==> config.mk <==
export PLATFORM = sky130hd
export DESIGN_NAME = interrupt_source_prioritizer
export DESIGN_NICKNAME = d
export VERILOG_FILES = /design/src/shared/interrupt_source_prioritizer_pkg.sv /design/src/verilog/interrupt_source_prioritizer.sv
export VERILOG_INCLUDE_DIRS = /design/src /design/src/shared
export SDC_FILE = /design/constraint.sdc
export NUM_CORES = 1
export LEC_CHECK = 0
export CAP_MARGIN = 15
export CORE_UTILIZATION = 55
export DETAILED_ROUTE_END_ITERATION = 16
export DONT_BUFFER_PORTS = 1
export HOLD_SLACK_MARGIN = 0.06
export PLACE_DENSITY = 0.79
export SLEW_MARGIN = 20
export SYNTH_ARGS = -nofsm -noshare
export SYNTH_HDL_FRONTEND = slang
export SYNTH_SLANG_ARGS = --single-unit
export TNS_END_PERCENT = 100
==> constraint.sdc <==
create_clock -name pclk -period 5.7 [get_ports pclk]
set_clock_uncertainty 0.1 [all_clocks]
set_input_delay 1.14 -clock pclk [delete_from_list [all_inputs] [get_ports pclk]]
set_output_delay 1.14 -clock pclk [all_outputs]
set_load 0.02 [all_outputs]
==> src/shared/interrupt_source_prioritizer_regs.svh <==
`ifndef INTERRUPT_SOURCE_PRIORITIZER_REGS_SVH
`define INTERRUPT_SOURCE_PRIORITIZER_REGS_SVH

// Register indexes; the byte address on the bus is four times the index.
`define PEND_IDX 10'h0FA
`define MASK_IDX 10'h0FB
`define SRC_CFG_IDX 10'h0F9
`define STATUS_IDX 10'h0F8
`define IDX_TO_ADDR(i) ({(i), 2'b00})

// Field positions and widths.
`define MASTER_BIT 7
`define LINE_COUNT 6
`define STATUS_IRQ_BIT 7

// Reset values.
`define MASK_RST 8'h00
`define PEND_RST 6'h00
`define SRC_CFG_RST 6'h00

// Writable bits; bit 6 of the mask and bits 6 and 7 of the pending register are reserved.
`define MASK_WMASK 8'hBF
`define PEND_WMASK 6'h3F
// Lines whose sources always set their pending bit; the others need their source enable bit.
`define SRC_ALWAYS 6'h25
`define SRC_CFG_WMASK 6'h1A

// Low byte of each two-byte vector location.
`define VEC_LINE0 8'h02
`define VEC_LINE1 8'h04
`define VEC_LINE2 8'h06
`define VEC_LINE3 8'h08
`define VEC_LINE4 8'h0A
`define VEC_LINE5 8'h0C
`define VEC_NONE 8'h00

`endif

==> src/shared/interrupt_source_prioritizer_pkg.sv <==
package interrupt_source_prioritizer_pkg;

    // Request presented to the processor core.
    typedef struct packed {
        logic irq;
        logic [7:0] vector;
        logic [2:0] line;
    } core_req_s;

    // Whole state of the prioritizer.
    typedef struct packed {
        logic [7:0] mask;
        logic [5:0] pend;
        logic [5:0] src_cfg;
        logic [1:0] pin_prev;
        logic primed;
        core_req_s core;
        logic [31:0] rdata;
        logic ready;
        logic slverr;
    } state_s;

endpackage : interrupt_source_prioritizer_pkg

==> src/verilog/interrupt_source_prioritizer.sv <==
// Notes on behaviour
// - Timer zero, one and two time-outs set pending lines zero, two and five.
// - Falling edges on port B pins four and two set lines one and three.
// - Rising edge on port B pin four sets line four, apart from its fall.
// - Lines zero to five vector to locations 2, 4, 6, 8, A and C.
// - Fixed priority by line number, line zero highest, line five lowest.
// - Lines six and seven have no source and never become pending.
// - Timer sources always set their bit; pin edges only when enabled.
// - A source event sets the matching pending bit, bits zero to five.
// - Request recognised only with its mask bit and master enable set.
// - A software write to the pending register beats a same-cycle source event.
// - Reset clears mask and pending registers to zero.
//
// Decided for this implementation: the register offsets and register access over APB.
`include "interrupt_source_prioritizer_regs.svh"

module interrupt_source_prioritizer (
    // Clock and reset.
    input wire logic pclk,
    input wire logic presetn,
    // APB register port.
    input wire logic psel,
    input wire logic penable,
    input wire logic pwrite,
    input wire logic [11:0] paddr,
    input wire logic [31:0] pwdata,
    output logic [31:0] prdata,
    output logic pready,
    output logic pslverr,
    // Event sources.
    input wire logic [2:0] timer_timeout,
    input wire logic port_b_pin_four,
    input wire logic port_b_pin_two,
    // Processor core side.
    input wire logic irq_ack,
    input wire logic interrupt_return_instruction,
    output interrupt_source_prioritizer_pkg::core_req_s core_req
);
    import interrupt_source_prioritizer_pkg::*;

    state_s state_reg;
    state_s state_next;

    logic [`LINE_COUNT-1:0] src_event;
    logic [`LINE_COUNT-1:0] ack_clear;
    logic [`LINE_COUNT-1:0] enabled;
    logic [`LINE_COUNT-1:0] src_enable;
    logic setup_phase;
    logic access_phase;
    logic hit_pend;
    logic hit_mask;
    logic hit_cfg;
    logic hit_status;
    logic mapped;
    logic any_enabled;
    logic [2:0] win_line;
    logic [7:0] win_vector;

    // Edge detection on the two port B pins, valid once a first sample has been taken.
    logic fall_four;
    logic fall_two;
    logic rise_four;

    assign fall_four = state_reg.primed & state_reg.pin_prev[1] & ~port_b_pin_four;
    assign fall_two = state_reg.primed & state_reg.pin_prev[0] & ~port_b_pin_two;
    assign rise_four = state_reg.primed & ~state_reg.pin_prev[1] & port_b_pin_four;

    // Per-line source enable: timers are fixed on, pin edges follow the configuration.
    assign src_enable = `SRC_ALWAYS | (state_reg.src_cfg & `SRC_CFG_WMASK);

    // Map each source onto its request line.
    always_comb begin
        src_event = '0;
        src_event[0] = timer_timeout[0];
        src_event[1] = fall_four;
        src_event[2] = timer_timeout[1];
        src_event[3] = fall_two;
        src_event[4] = rise_four;
        src_event[5] = timer_timeout[2];
        src_event = src_event & src_enable;
    end

    // Address decode for the APB slave; only aligned words inside the map answer.
    assign setup_phase = psel & ~penable;
    assign access_phase = psel & penable & state_reg.ready;
    assign hit_pend = (paddr == `IDX_TO_ADDR(`PEND_IDX));
    assign hit_mask = (paddr == `IDX_TO_ADDR(`MASK_IDX));
    assign hit_cfg = (paddr == `IDX_TO_ADDR(`SRC_CFG_IDX));
    assign hit_status = (paddr == `IDX_TO_ADDR(`STATUS_IDX));
    assign mapped = hit_pend | hit_mask | hit_cfg | hit_status;

    // Acknowledge clears only the line that was being presented.
    always_comb begin
        ack_clear = '0;
        if (irq_ack && state_reg.core.irq) begin
            ack_clear[state_reg.core.line] = 1'b1;
        end
    end

    // Next state of registers and core request.
    always_comb begin
        state_next = state_reg;

        // Pin history for the edge detectors.
        state_next.pin_prev = {port_b_pin_four, port_b_pin_two};
        state_next.primed = 1'b1;

        // Source events set pending bits; acknowledge clears the winner. A set beats a clear.
        state_next.pend = (state_reg.pend & ~ack_clear) | src_event;

        // Master enable drops on entry and returns on the return instruction.
        if (irq_ack && state_reg.core.irq) begin
            state_next.mask[`MASTER_BIT] = 1'b0;
        end
        if (interrupt_return_instruction) begin
            state_next.mask[`MASTER_BIT] = 1'b1;
        end

        // A software write takes effect at the access edge and wins over hardware.
        if (access_phase && pwrite && mapped) begin
            if (hit_pend) begin
                state_next.pend = pwdata[`LINE_COUNT-1:0] & `PEND_WMASK;
            end
            if (hit_mask) begin
                state_next.mask = pwdata[7:0] & `MASK_WMASK;
            end
            if (hit_cfg) begin
                state_next.src_cfg = pwdata[`LINE_COUNT-1:0] & `SRC_CFG_WMASK;
            end
        end

        // Read data, ready and error are captured at the setup edge for the access phase.
        state_next.ready = setup_phase;
        state_next.slverr = setup_phase & ~mapped;
        state_next.rdata = '0;
        if (setup_phase && !pwrite) begin
            if (hit_pend) begin
                state_next.rdata[`LINE_COUNT-1:0] = state_reg.pend;
            end
            if (hit_mask) begin
                state_next.rdata[7:0] = state_reg.mask;
            end
            if (hit_cfg) begin
                state_next.rdata[`LINE_COUNT-1:0] = state_reg.src_cfg;
            end
            if (hit_status) begin
                state_next.rdata[`STATUS_IRQ_BIT] = state_reg.core.irq;
                state_next.rdata[2:0] = state_reg.core.line;
            end
        end

        // Lines that are pending, unmasked and globally enabled once this edge has passed.
        // Worked out inside this process so that no other process reads the next-state copy.
        enabled = state_next.pend & state_next.mask[`LINE_COUNT-1:0]
            & {`LINE_COUNT{state_next.mask[`MASTER_BIT]}};
        any_enabled = |enabled;

        // Fixed priority: scanning from the highest line down leaves the lowest index winning.
        win_line = '0;
        for (int i = `LINE_COUNT - 1; i >= 0; i--) begin
            if (enabled[i]) begin
                win_line = 3'(i);
            end
        end

        // Vector location for the winning line; no request shows the empty vector.
        case (win_line)
            3'h0: win_vector = `VEC_LINE0;
            3'h1: win_vector = `VEC_LINE1;
            3'h2: win_vector = `VEC_LINE2;
            3'h3: win_vector = `VEC_LINE3;
            3'h4: win_vector = `VEC_LINE4;
            3'h5: win_vector = `VEC_LINE5;
            default: win_vector = `VEC_NONE;
        endcase
        if (!any_enabled) begin
            win_vector = `VEC_NONE;
        end

        // Core request follows the registers as they will stand after this edge.
        state_next.core.irq = any_enabled;
        state_next.core.line = win_line;
        state_next.core.vector = win_vector;
    end

    // State register; reset clears mask and pending.
    always_ff @(posedge pclk or negedge presetn) begin
        if (!presetn) begin
            state_reg.mask <= `MASK_RST;
            state_reg.pend <= `PEND_RST;
            state_reg.src_cfg <= `SRC_CFG_RST;
            state_reg.pin_prev <= 2'h0;
            state_reg.primed <= 1'b0;
            state_reg.core <= '0;
            state_reg.rdata <= 32'h0000_0000;
            state_reg.ready <= 1'b0;
            state_reg.slverr <= 1'b0;
        end else begin
            state_reg <= state_next;
        end
    end

    // Outputs straight from the state register.
    assign prdata = state_reg.rdata;
    assign pready = state_reg.ready;
    assign pslverr = state_reg.slverr;
    assign core_req = state_reg.core;

endmodule : interrupt_source_prioritizer
Yosys cells after proc, flatten, opt, wreduce, memory -nomap -nowiden --
Cells that the tools add are included.
Word-level totals: bits in registers 41, latch bits 0, memory bits (writable) 0, ROM bits 0, bits of input ports 56, output and inout port bits 46, word-level logic and storage cells 78, memories 0
Cells by class: add/subtract/negate cells 0, $mul 0, div/mod/pow operators 0, $lt $le $gt $ge 2, equal/unequal tests 9, shift operators 0, mux-type cells 23, bitwise gates (word level) 24, reduce and logical (&&, ||, !) cells 9
Operator list (number):
- 12-bit by 10-bit == test with 1-bit output (second input constant) | 4
- 8-bit two-way mux | 4
- 6-bit AND | 4
- 6-bit two-way mux | 4
- 4-bit one-hot mux with 6 select lines | 1
- 3-bit two-way mux | 7
- 20-bit two-way mux | 1
- 1-bit AND | 10
- 3-bit by 2-bit == test with 1-bit output (second input constant) | 2
- 3-bit == test (second input constant) | 2
- 6-bit NOT | 1
- 6-bit OR | 1
- 6-bit OR reduction | 1
- 1-bit logical AND | 5
- 5-bit two-way mux | 1
- 1-bit NOT | 5
- 3-bit by 4-bit less-than comparator with 1-bit output (second input constant) | 1
- 1-bit two-way mux | 4
- 1-bit demux with 3-bit select | 1
- 3-bit by 1-bit == test with 1-bit output (second input constant) | 1
- 3-bit by 1-bit >= comparator with 1-bit output (second input constant) | 1
- 3-bit logical NOT | 1
- 1-bit OR | 3
- 2-bit AND reduction | 1
- 1-bit logical NOT | 1

Depth between registers and ports, before layout --
Gate-level depths: netlist (run 1).
depth after elaboration 21, depth in mapped cells 9, gate-level depth less buffers 7

Least setup slack after synthesis (run 1) --
No wires, ideal clock.
path type in2reg, start in paddr[4], end reg state_reg, in the netlist core_req[5], setup time 0.078 ns, arrival 3.241 ns, required time 5.522 ns, slack 2.281 ns, cell stages on the path 8, path buffers 1, path through or4b_1 or4_1 buf_2 mux2i_4 nor4b_4 a2bb2oi_2 a21boi_2 o2bb2ai_1
RTL lines:
- start: declaration | RTL line interrupt_source_prioritizer.sv:25 | input wire logic [11:0] paddr,
- end signal: assignment | RTL line interrupt_source_prioritizer.sv:199 | state_reg <= state_next;
- end: declaration | RTL line interrupt_source_prioritizer.sv:41 | state_s state_reg;

==> results of run 1 <==
[kinds of logic (layout without fill, tap and decap cells)]
kind of cell    count (synthesis)  in the layout  synth area share
flops                          35             35             0.402
other cells                     2             31           0.00345
simple gates                   91             91             0.247
buf+inv                        56             14             0.173
mux                            10             10            0.0557
compound gates                 38             38             0.119
[critical path: cells and delay by family]
kind	cells	cell delay [ns]
mux	1	0.30
compound gates	3	0.46
simple gates	3	1.63
[worst max-delay path by stage]
stage | startpoint | to | slack [ns] | cells after the start
5_1_grt | paddr[4] | core_req[5]$_DFF_PN0_ | 2.23 | 7
6_report | paddr[4] | core_req[5]$_DFF_PN0_ | 2.29 | 7
3_3_place_gp | paddr[4] | core_req[5]$_DFF_PN0_ | 2.00 | 7
2_1_floorplan | paddr[4] | core_req[5]$_DFF_PN0_ | 2.28 | 8
3_5_place_dp | paddr[4] | core_req[5]$_DFF_PN0_ | 2.02 | 7
4_1_cts | paddr[4] | core_req[5]$_DFF_PN0_ | 2.30 | 7
[cells in the mapped netlist, drive strengths merged (3+ instances only)]
library cell / instances
and4: 3
nor4: 5
mux2: 7
nand2b: 3
o21ai: 5
a21oi: 10
nor3b: 3
dfrtp: 35
nand4b: 3
inv: 6
nor2: 17
buf: 46
nand4: 5
a31oi: 3
clkbuf: 4
nand3: 5
and3: 4
nand2: 22
nor4b: 3
mux2i: 3
and2: 3
a211oi: 3
or2: 3
[power groups by stage]
| stage | logic, mW | registers [mW] | clock network (mW) |
|---|---|---|---|
| 4_1_cts | 0.0262 | 0.252 | 0.234 |
| 2_1_floorplan | 0.0442 | 0.257 | 0 |
| 6_report | 0.0265 | 0.252 | 0.231 |
| 3_3_place_gp | 0.0259 | 0.257 | 0 |
| 5_1_grt | 0.0291 | 0.252 | 0.243 |
| 3_5_place_dp | 0.0261 | 0.257 | 0 |
[cell type report]
type                       instances  area [sq um]  area share
multi-input combinational        170          1040       0.491
sequential                        35           876       0.415
clock buffer                       6          82.6      0.0391
tap                               48          60.1      0.0284
clock inverter                     2          35.0      0.0166
inverter                           6          22.5      0.0107
[layer usage]
layer / track usage / vias to the layer above / part of all wire / wire length [um]
li1: - / 724 / - / -
met1: 0.270 / 705 / 0.42 / 1780
met2: 0.333 / 71 / 0.48 / 2070
met3: 0.0722 / 10 / 0.079 / 339
met4: 0.106 / 0 / 0.022 / 92
met5: 0 / - / 0 / 0
==> results.yml, run 1 <==
run_status:
  status: "completed"
layout:
  final_nets: 274
  num_antenna_cells: 0
  fin_cells: 267
  layout_common_cells: "35 x dfrtp_1, 31 x conb_1, 22 x nand2_1"
  fin_area_sq_mm: 0.00211
  largest_reg_flops: 16
  final_core_util: 0.564
  syn_to_final_growth_pct: -3.10
  mostFrequentLayoutCell: "dfrtp_1"
  drive_gt1_frac: 0.0731
  fillers: 345
routing:
  drt_iter0_drc: 110
  routed-via-count: 1510
  drt-total-wl_um: 4280
  ant_nets: 0
  drt_first_pass_iters: 5
  drc: 0
  viasPerCell: 5.66
  post_drt_wl_per_cell_um: 16.0
clock_network:
  clock_path_buffers: 2
  cts_sinks: 35
  clock_latency_ns: 0.29
  cts_tree: "done"
  clkTransAtPathRegs_ns: 0.07
  cts_hold_buffers: 0
  postCtsSetupBuffers: 0
  cts_buffers: 5
  cts_max_level: 2
  cts_resized: 0
  clockRootBuffer: "clkbuf_8"
global_routing:
  grt_use_total: 0.217
  grt_max_degree: 36
  antenna_found_initial: 0
  overflow: 0
  grt_pass1_wl_um: 6600
  grt_pass1_vias: 1333
worst_setup_path:
  r2r_start: "pready$_DFF_PN0_"
  critPathKind: "primary input to flop"
  critical-path-max-stage-delay_ns: 0.68
  rrSetupSlack_ns: 2.98
  crit_arrival_ns: 3.52
  cp-start-kind: "primary input"
  end_kind: "flop"
  worstPathRequired_ns: 5.82
  cp_cell_sequence: "or4b_1 > or4_1 > mux2i_4 > nor4b_4 > a2bb2oi_2 > a21boi_2 > o2bb2ai_1"
  cp_max_fo: 5
  r2r_end: "core_req[5]$_DFF_PN0_"
  worstRegToRegCells: 7
  critPathSlowestCell: "or4_1"
place:
  place_inst: 259
  post-dp-hpwl_um: 3080
  io_buffers: 0
  gp_congestion: 0.815
  post_dp_cell_area_sq_mm: 0.00199
  pre_cts_ws_ns: 2.02
power_and_ir_drop:
  power_per_cell_area_mw_per_mm2: 242
  seq_power_share: 0.494
  power.internal_uw: 397
  power_switching_uw: 113
  combPwrFrac: 0.052
  p_total_uw: 510
  ir_worst_vdd_mv: 0.120
  power_frac_clock: 0.454
  p_leak_nw: 0.975
  swShare: 0.222
sta:
  hold_ws_ns: 0.402
  finalCritPeriodShare: 0.598
  max_freq_ghz: 0.293
  setup_tns_ns: 0
  worstMarginPinSlew_ns: 0.846
  finalHoldViolCount: 0
  slew_viol_final: 0
  final-setup-viol-count: 0
  min_period_ns: 3.41
  max_slew_margin: 0.432
  worst_slack_ns: 2.29
  rsz0062_at_grt: "no"
yosys:
  synth-edff-count: 0
  async_reset_ff_frac: 1.00
  synth_area_leaders: "dfrtp_1 40%, buf_4 15%, nand2_1 3.8%"
  yosysWarnings: 0
  syn_area_per_cell_sq_um: 9.39
  yosysTopAreaCellShare: 0.402
  post_synth_inst_count: 232
  synth-main-ff-cell: "dfrtp_1"
  ys_ff_latch: 35
  ys_seq_area_frac: 0.402
  synth_cell_types: 55
  synth_top_cell_by_area: "dfrtp_1"
  syn_area_sq_mm: 0.00218
die:
  row_count: 22
  die_x_um: 65.0
  core_area_sq_mm: 0.00374
  start_util: 0.582
  pin_count: 102
  die_area_sq_mm: 0.00422
  die_h_um: 65.0
min_path:
  min_path_cells: 2
  whs_endpoint: "state_reg[63]$_DFF_PN0_"
  hp-start: "state_reg[63]$_DFF_PN0_"
  hold_path.class: "flop to flop"
flow_run:
  max_cap_violations: 0
Power figures use the tool's default switching activity.
==> inputs of run 2 (changes only) <==
--- a/config.mk
+++ b/config.mk
@@ -6,12 +6,13 @@
 export SDC_FILE = /design/constraint.sdc
 export NUM_CORES = 1
 export LEC_CHECK = 0
+export ABC_AREA = 1
 export CAP_MARGIN = 15
 export CORE_UTILIZATION = 55
 export DETAILED_ROUTE_END_ITERATION = 16
 export DONT_BUFFER_PORTS = 1
 export HOLD_SLACK_MARGIN = 0.06
-export PLACE_DENSITY = 0.79
+export PLACE_DENSITY = 0.82
 export SLEW_MARGIN = 20
 export SYNTH_ARGS = -nofsm -noshare
 export SYNTH_HDL_FRONTEND = slang
==> constraint.sdc (replaced) <==
create_clock -name pclk -period 2.9 [get_ports pclk]
set_clock_uncertainty 0.1 [all_clocks]
set_input_delay 0.58 -clock pclk [delete_from_list [all_inputs] [get_ports pclk]]
set_output_delay 0.58 -clock pclk [all_outputs]
set_load 0.02 [all_outputs]
==> run 2 against run 1 <==
Non-clock buffer count grew 3. Hold slack worse by 0.18 ns. Combinational power increased to 5.8 times the previous value. Critical path type is now flop to flop. Sequential share of layout area fell by 0.46 points. Synthesized area up 0.34%.
==> results.yml, run 2 <==
die:
  die_area_sq_mm: 0.00423
  core_area_sq_mm: 0.00374
  die_h_um: 65.1
  die_x_um: 65.1
  start_util: 0.584
  pin_count: 102
  row_count: 22
power_and_ir_drop:
  power.internal_uw: 719
  power_per_cell_area_mw_per_mm2: 486
  seq_power_share: 0.534
  power_switching_uw: 319
  ir_worst_vdd_mv: 0.367
  p_leak_nw: 1.14
  power_frac_clock: 0.319
  swShare: 0.307
  combPwrFrac: 0.147
yosys:
  synth_commonest_cells: "50 x nand2_1, 44 x buf_4, 38 x inv_1"
  synth_area_leaders: "dfrtp_1 40%, buf_4 15%, nand2_1 8.6%"
  synth_cell_types: 31
  yosysWarnings: 0
  async_reset_ff_frac: 1.00
  ys_seq_area_frac: 0.400
  synth_top_cell_by_area: "dfrtp_1"
  synth-edff-count: 0
  post_synth_inst_count: 265
  syn_area_sq_mm: 0.00219
  ys_ff_latch: 35
  syn_area_per_cell_sq_um: 8.25
  synth.most_common_cell: "nand2_1"
  synth-main-ff-cell: "dfrtp_1"
  yosysTopAreaCellShare: 0.400
worst_setup_path:
  worstPathRequired_ns: 3.02
  critPathKind: "flop to flop"
  cp-start-kind: "flop"
  end_kind: "flop"
  cp_max_fo: 7
  crit_arrival_ns: 2.37
routing:
  post_drt_wl_per_cell_um: 12.4
  drt_iter0_drc: 49
  routed-via-count: 1490
  drc: 0
  drt-total-wl_um: 3830
  drt_first_pass_iters: 4
  viasPerCell: 4.84
  ant_nets: 0
sta:
  setup_tns_ns: 0
  final-setup-viol-count: 0
  max_freq_ghz: 0.444
  rsz0062_at_grt: "no"
  slew_viol_final: 0
  hold_ws_ns: 0.221
  min_period_ns: 2.25
  finalHoldViolCount: 0
  finalCritPeriodShare: 0.777
global_routing:
  grt_max_degree: 36
  overflow: 0
  grt_use_total: 0.205
  grt_pass1_vias: 1433
  grt_pass1_wl_um: 6430
  antenna_found_initial: 0
layout:
  num_antenna_cells: 0
  syn_to_final_growth_pct: -2.35
  largest_reg_flops: 16
  multi_input_area_sq_um: 921
  layout_common_cells: "50 x nand2_1, 38 x inv_1, 35 x dfrtp_1"
  seq_area_sq_um: 876
  fillers: 332
  drive_gt1_frac: 0.181
  final_nets: 315
  mostFrequentLayoutCell: "nand2_1"
clock_network:
  cts_max_level: 2
  clock_latency_ns: 0.28
  cts_buffers: 5
  cts_tree: "done"
  cts_sinks: 35
  clkTransAtPathRegs_ns: 0.07
  postCtsSetupBuffers: 0
  clockRootBuffer: "clkbuf_8"
  clock_path_buffers: 2
flow_run:
  max_cap_violations: 0
min_path:
  hold_path.class: "primary input to flop"
place:
  post-dp-hpwl_um: 2950
  io_buffers: 0
  gp_congestion: 0.937
run_status:
  status: "completed"
## run 2: cell types whose count changed in the layout (fill, tap and decap cells not counted), sizes merged, moves of 4 or more
cell / change
nor4: -5
a21oi: +5
nand3: +6
nor2: +14
o21ai: +5
inv: +36
and3: -4
mux2: -5
nand2: +33
## run 2: per-stage QoR
stage,total power [mW],worst slack (ns),cell area [sq um],util,cells
3_3_place_gp,0.696,0.525,2020,0.540,298
5_1_grt,1.09,0.452,2140,0.571,308
2_1_floorplan,0.730,0.853,2300,-,294
3_5_place_dp,0.702,0.481,2020,0.540,298
6_report,1.04,0.647,2140,0.571,308
4_1_cts,1.05,0.602,2140,0.571,308
## run 2: worst paths after layout
check	slack [ns]	depth (start not counted)	end	start
max	0.65	11	core_req[5]$_DFF_PN0_	pready$_DFF_PN0_
min	0.22	0	state_reg[48]$_DFF_PN0_	port_b_pin_four
max reg2reg	0.65	11	core_req[5]$_DFF_PN0_	pready$_DFF_PN0_
min reg2reg	0.39	2	src_enable[4]$_DFFE_PN0P_	src_enable[4]$_DFFE_PN0P_
max in group asynchronous	1.87	2	prdata[4]$_DFF_PN0_	presetn
min in group asynchronous	0.64	2	prdata[1]$_DFF_PN0_	presetn
## run 2: critical path, cell delays in order, from the launching register on
cell and delay (ns):
dfrtp_1 0.47, nand3_2 0.15, nor2_8 0.16, nand4_1 0.27
buf_4 0.28, a21oi_2 0.19, nand3_2 0.12, nand2_1 0.13
inv_1 0.08, nand3b_2 0.08, nand2_1 0.06, a21oi_2 0.09
## run 2: power groups by stage
stage | clock [mW] | sequential [mW] | combinational [mW]
CTS | 0.338 | 0.554 | 0.154
floorplan | 0 | 0.537 | 0.193
global route | 0.362 | 0.557 | 0.172
global placement | 0 | 0.561 | 0.135
detailed placement | 0 | 0.563 | 0.139
finish | 0.331 | 0.554 | 0.153
## run 2: logic make-up after synthesis
family	after synthesis	synth area share
multiplexers	2	0.0103
other	2	0.00343
flip-flops	35	0.400
buffers and inverters	87	0.228
AND/OR/NAND/NOR	106	0.252
AO/OA/AOI/OAI	33	0.105
## run 2: final cells by class
cell class,count,area share
multi-input cells,172,0.431
flip-flops and latches,35,0.410
inverters,42,0.0738
clock buffers,5,0.0322
well taps,48,0.0281
repair buffers,3,0.0176
clock inverters,3,0.00703
## run 2: metal layers
layer  vias up  wire, um  global-route usage  share of wire
met5         -         0                   0              0
met4         0        60              0.0870          0.016
met3         7       300              0.0634          0.078
met2        57      1980               0.339           0.52
met1       687      1490               0.245           0.39
li1        739         -                   -              -
## run 2: repair_timing
item,in CTS,in global routing
hold endpoints to repair,35,0
gates resized for setup,0,0
hold buffers,2,0
==> inputs of run 3 (changes only) <==
--- a/config.mk
+++ b/config.mk
@@ -12,7 +12,7 @@
 export DETAILED_ROUTE_END_ITERATION = 16
 export DONT_BUFFER_PORTS = 1
 export HOLD_SLACK_MARGIN = 0.06
-export PLACE_DENSITY = 0.82
+export PLACE_DENSITY = 0.79
 export SLEW_MARGIN = 20
 export SYNTH_ARGS = -nofsm -noshare
 export SYNTH_HDL_FRONTEND = slang
==> constraint.sdc (replaced) <==
create_clock -name pclk -period 2.3 [get_ports pclk]
set_clock_uncertainty 0.1 [all_clocks]
set_input_delay 0.46 -clock pclk [delete_from_list [all_inputs] [get_ports pclk]]
set_output_delay 0.46 -clock pclk [all_outputs]
set_load 0.02 [all_outputs]
==> run 3 against run 2 <==
Total power rose by 27%. Core utilization rose by 0.33 points. Worst setup slack got worse by 0.30 ns. Final cell count rose by 0.65%. Register-to-register slack got worse by 0.30 ns. Routed wire length rose by 0.44%. Flip-flop and latch count did not move. Global-route usage rose by 0.14 points. Sequential power rose by 25%. Critical path depth rose by 1. Clock power rose by 28%. Clock-buffer cell count rose by 2. Largest cell class unchanged.
==> results.yml, run 3 (synthesis gave the netlist of run 2 again) <==
clock_network:
  cts_tree: "done"
  cts_buffers: 5
  clockRootBuffer: "clkbuf_8"
  cts_resized: 0
  clock_latency_ns: 0.29
  cts_sinks: 35
  postCtsSetupBuffers: 0
  clock_path_buffers: 2
  clkTransAtPathRegs_ns: 0.07
  cts_max_level: 2
routing:
  drc: 0
  routed-via-count: 1486
  drt_first_pass_iters: 4
  viasPerCell: 4.79
  post_drt_wl_per_cell_um: 12.4
  ant_nets: 0
  drt-total-wl_um: 3840
  drt_iter0_drc: 37
layout:
  drive_gt1_frac: 0.179
  num_antenna_cells: 0
  syn_to_final_growth_pct: -1.77
  final_nets: 317
  layout_common_cells: "50 x nand2_1, 38 x inv_1, 35 x dfrtp_1"
  mostFrequentLayoutCell: "nand2_1"
  largest_reg_flops: 16
power_and_ir_drop:
  power.internal_uw: 917
  combPwrFrac: 0.153
  swShare: 0.304
  p_leak_nw: 1.14
  power_switching_uw: 400
  power_per_cell_area_mw_per_mm2: 613
  seq_power_share: 0.525
  power_frac_clock: 0.322
  ir_worst_vdd_mv: 0.421
global_routing:
  grt_max_degree: 36
  antenna_found_initial: 0
  grt_pass1_vias: 1411
  grt_use_total: 0.206
  grt_pass1_wl_um: 6390
  overflow: 0
die:
  die_h_um: 65.1
  die_area_sq_mm: 0.00423
  start_util: 0.584
  pin_count: 102
  core_area_sq_mm: 0.00374
  row_count: 22
  die_x_um: 65.1
worst_setup_path:
  critPathBufInv: 2
  rrSetupSlack_ns: 0.34
  critPathKind: "flop to flop"
  critPathSlowestCell: "dfrtp_1"
  worstPathRequired_ns: 2.38
  r2r_end: "core_req[4]$_DFF_PN0_"
  critical-path-max-stage-delay_ns: 0.54
  cpLargestDelayFamily: "simple AND/OR/NAND/NOR gates"
  cp_cell_sequence: "inv_1 > nor2_1 > nand2_1 > a21oi_1 > nand2_1 > nand2_1 > inv_1 > nand2_1 > nor2_1 > nor2_1 > nand2_2 > a21boi_2"
  worst-path-stages: 12
  end_kind: "flop"
  r2r_start: "core_req[2]$_DFF_PN0_"
  cp-start-kind: "flop"
  worstRegToRegCells: 12
  crit_top_cell: "nand2_1"
  cp_max_fo: 5
  cp-startpoint: "core_req[2]$_DFF_PN0_"
  crit_end: "core_req[4]$_DFF_PN0_"
  crit_arrival_ns: 2.04
sta:
  slew_viol_final: 0
  worst_slack_ns: 0.344
  min_period_ns: 1.96
  max_freq_ghz: 0.511
  finalHoldViolCount: 0
  finalCritPeriodShare: 0.851
  setup_tns_ns: 0
  final-setup-viol-count: 0
  rsz0062_at_grt: "no"
min_path:
  hold_path.class: "primary input to flop"
place:
  pre_cts_ws_ns: 0.204
  gp_congestion: 0.927
  io_buffers: 0
  post-dp-hpwl_um: 2920
flow_run:
  max_cap_violations: 0
run_status:
  status: "completed"
## run 3: cell count changes in the layout (fill, tap and decap cells not counted), sizes merged
cell    before  now
clkinv       3    1
buf          2    4
clkbuf       5    7
## run 3: area by class of cell
class | instances | area, sq um
Multi-Input combinational cell | 172 | 921
Clock inverter | 1 | 5.00
Sequential cell | 35 | 876
Timing Repair Buffer | 5 | 52.6
Fill cell | 362 | 1600
Inverter | 42 | 158
Clock buffer | 7 | 76.3
Tap cell | 48 | 60.1
## run 3: how the worst min path moves through the flow
stage | start | end | slack [ns] | depth (start not counted)
2_1_floorplan | presetn | core_req[0]$_DFF_PN0_ | 0.06 | 0
3_3_place_gp | presetn | prdata[1]$_DFF_PN0_ | 0.07 | 0
3_5_place_dp | presetn | prdata[0]$_DFF_PN0_ | 0.07 | 0
4_1_cts | port_b_pin_four | state_reg[48]$_DFF_PN0_ | 0.09 | 0
5_1_grt | port_b_pin_four | state_reg[48]$_DFF_PN0_ | 0.08 | 0
6_report | port_b_pin_four | state_reg[48]$_DFF_PN0_ | 0.1 | 0
## run 3: what timing repair did
| action | 4_1_cts | 5_1_grt |
|---|---|---|
| hold buffers | 2 | 0 |
| hold endpoints to repair | 35 | 0 |
| setup endpoints to repair | 0 | 0 |
## run 3: power groups by stage
stage	Sequential, mW	Combinational (mW)	Clock (mW)
floorplan	0.677	0.244	0
global placement	0.701	0.181	0
detailed placement	0.702	0.184	0
CTS	0.691	0.202	0.435
global route	0.694	0.227	0.467
finish	0.691	0.201	0.425
## run 3: through the flow
| step | util | hold slack, ns | area [sq um] | cells | power, mW |
|---|---|---|---|---|---|
| after global routing | 0.574 | 0.0828 | 2150 | 310 | 1.39 |
| after floorplan | - | 0.0644 | 2300 | 294 | 0.921 |
| after CTS | 0.574 | 0.0945 | 2150 | 310 | 1.33 |
| after global placement | 0.544 | 0.0653 | 2040 | 300 | 0.882 |
| after detailed placement | 0.544 | 0.0651 | 2040 | 300 | 0.886 |
| final | 0.574 | 0.0983 | 2150 | 310 | 1.32 |
## run 3: routing by layer
layer  share of wire  track usage
met2            0.47        0.323
met5               0            0
met4           0.015       0.0734
met3           0.093       0.0880
met1            0.42        0.253
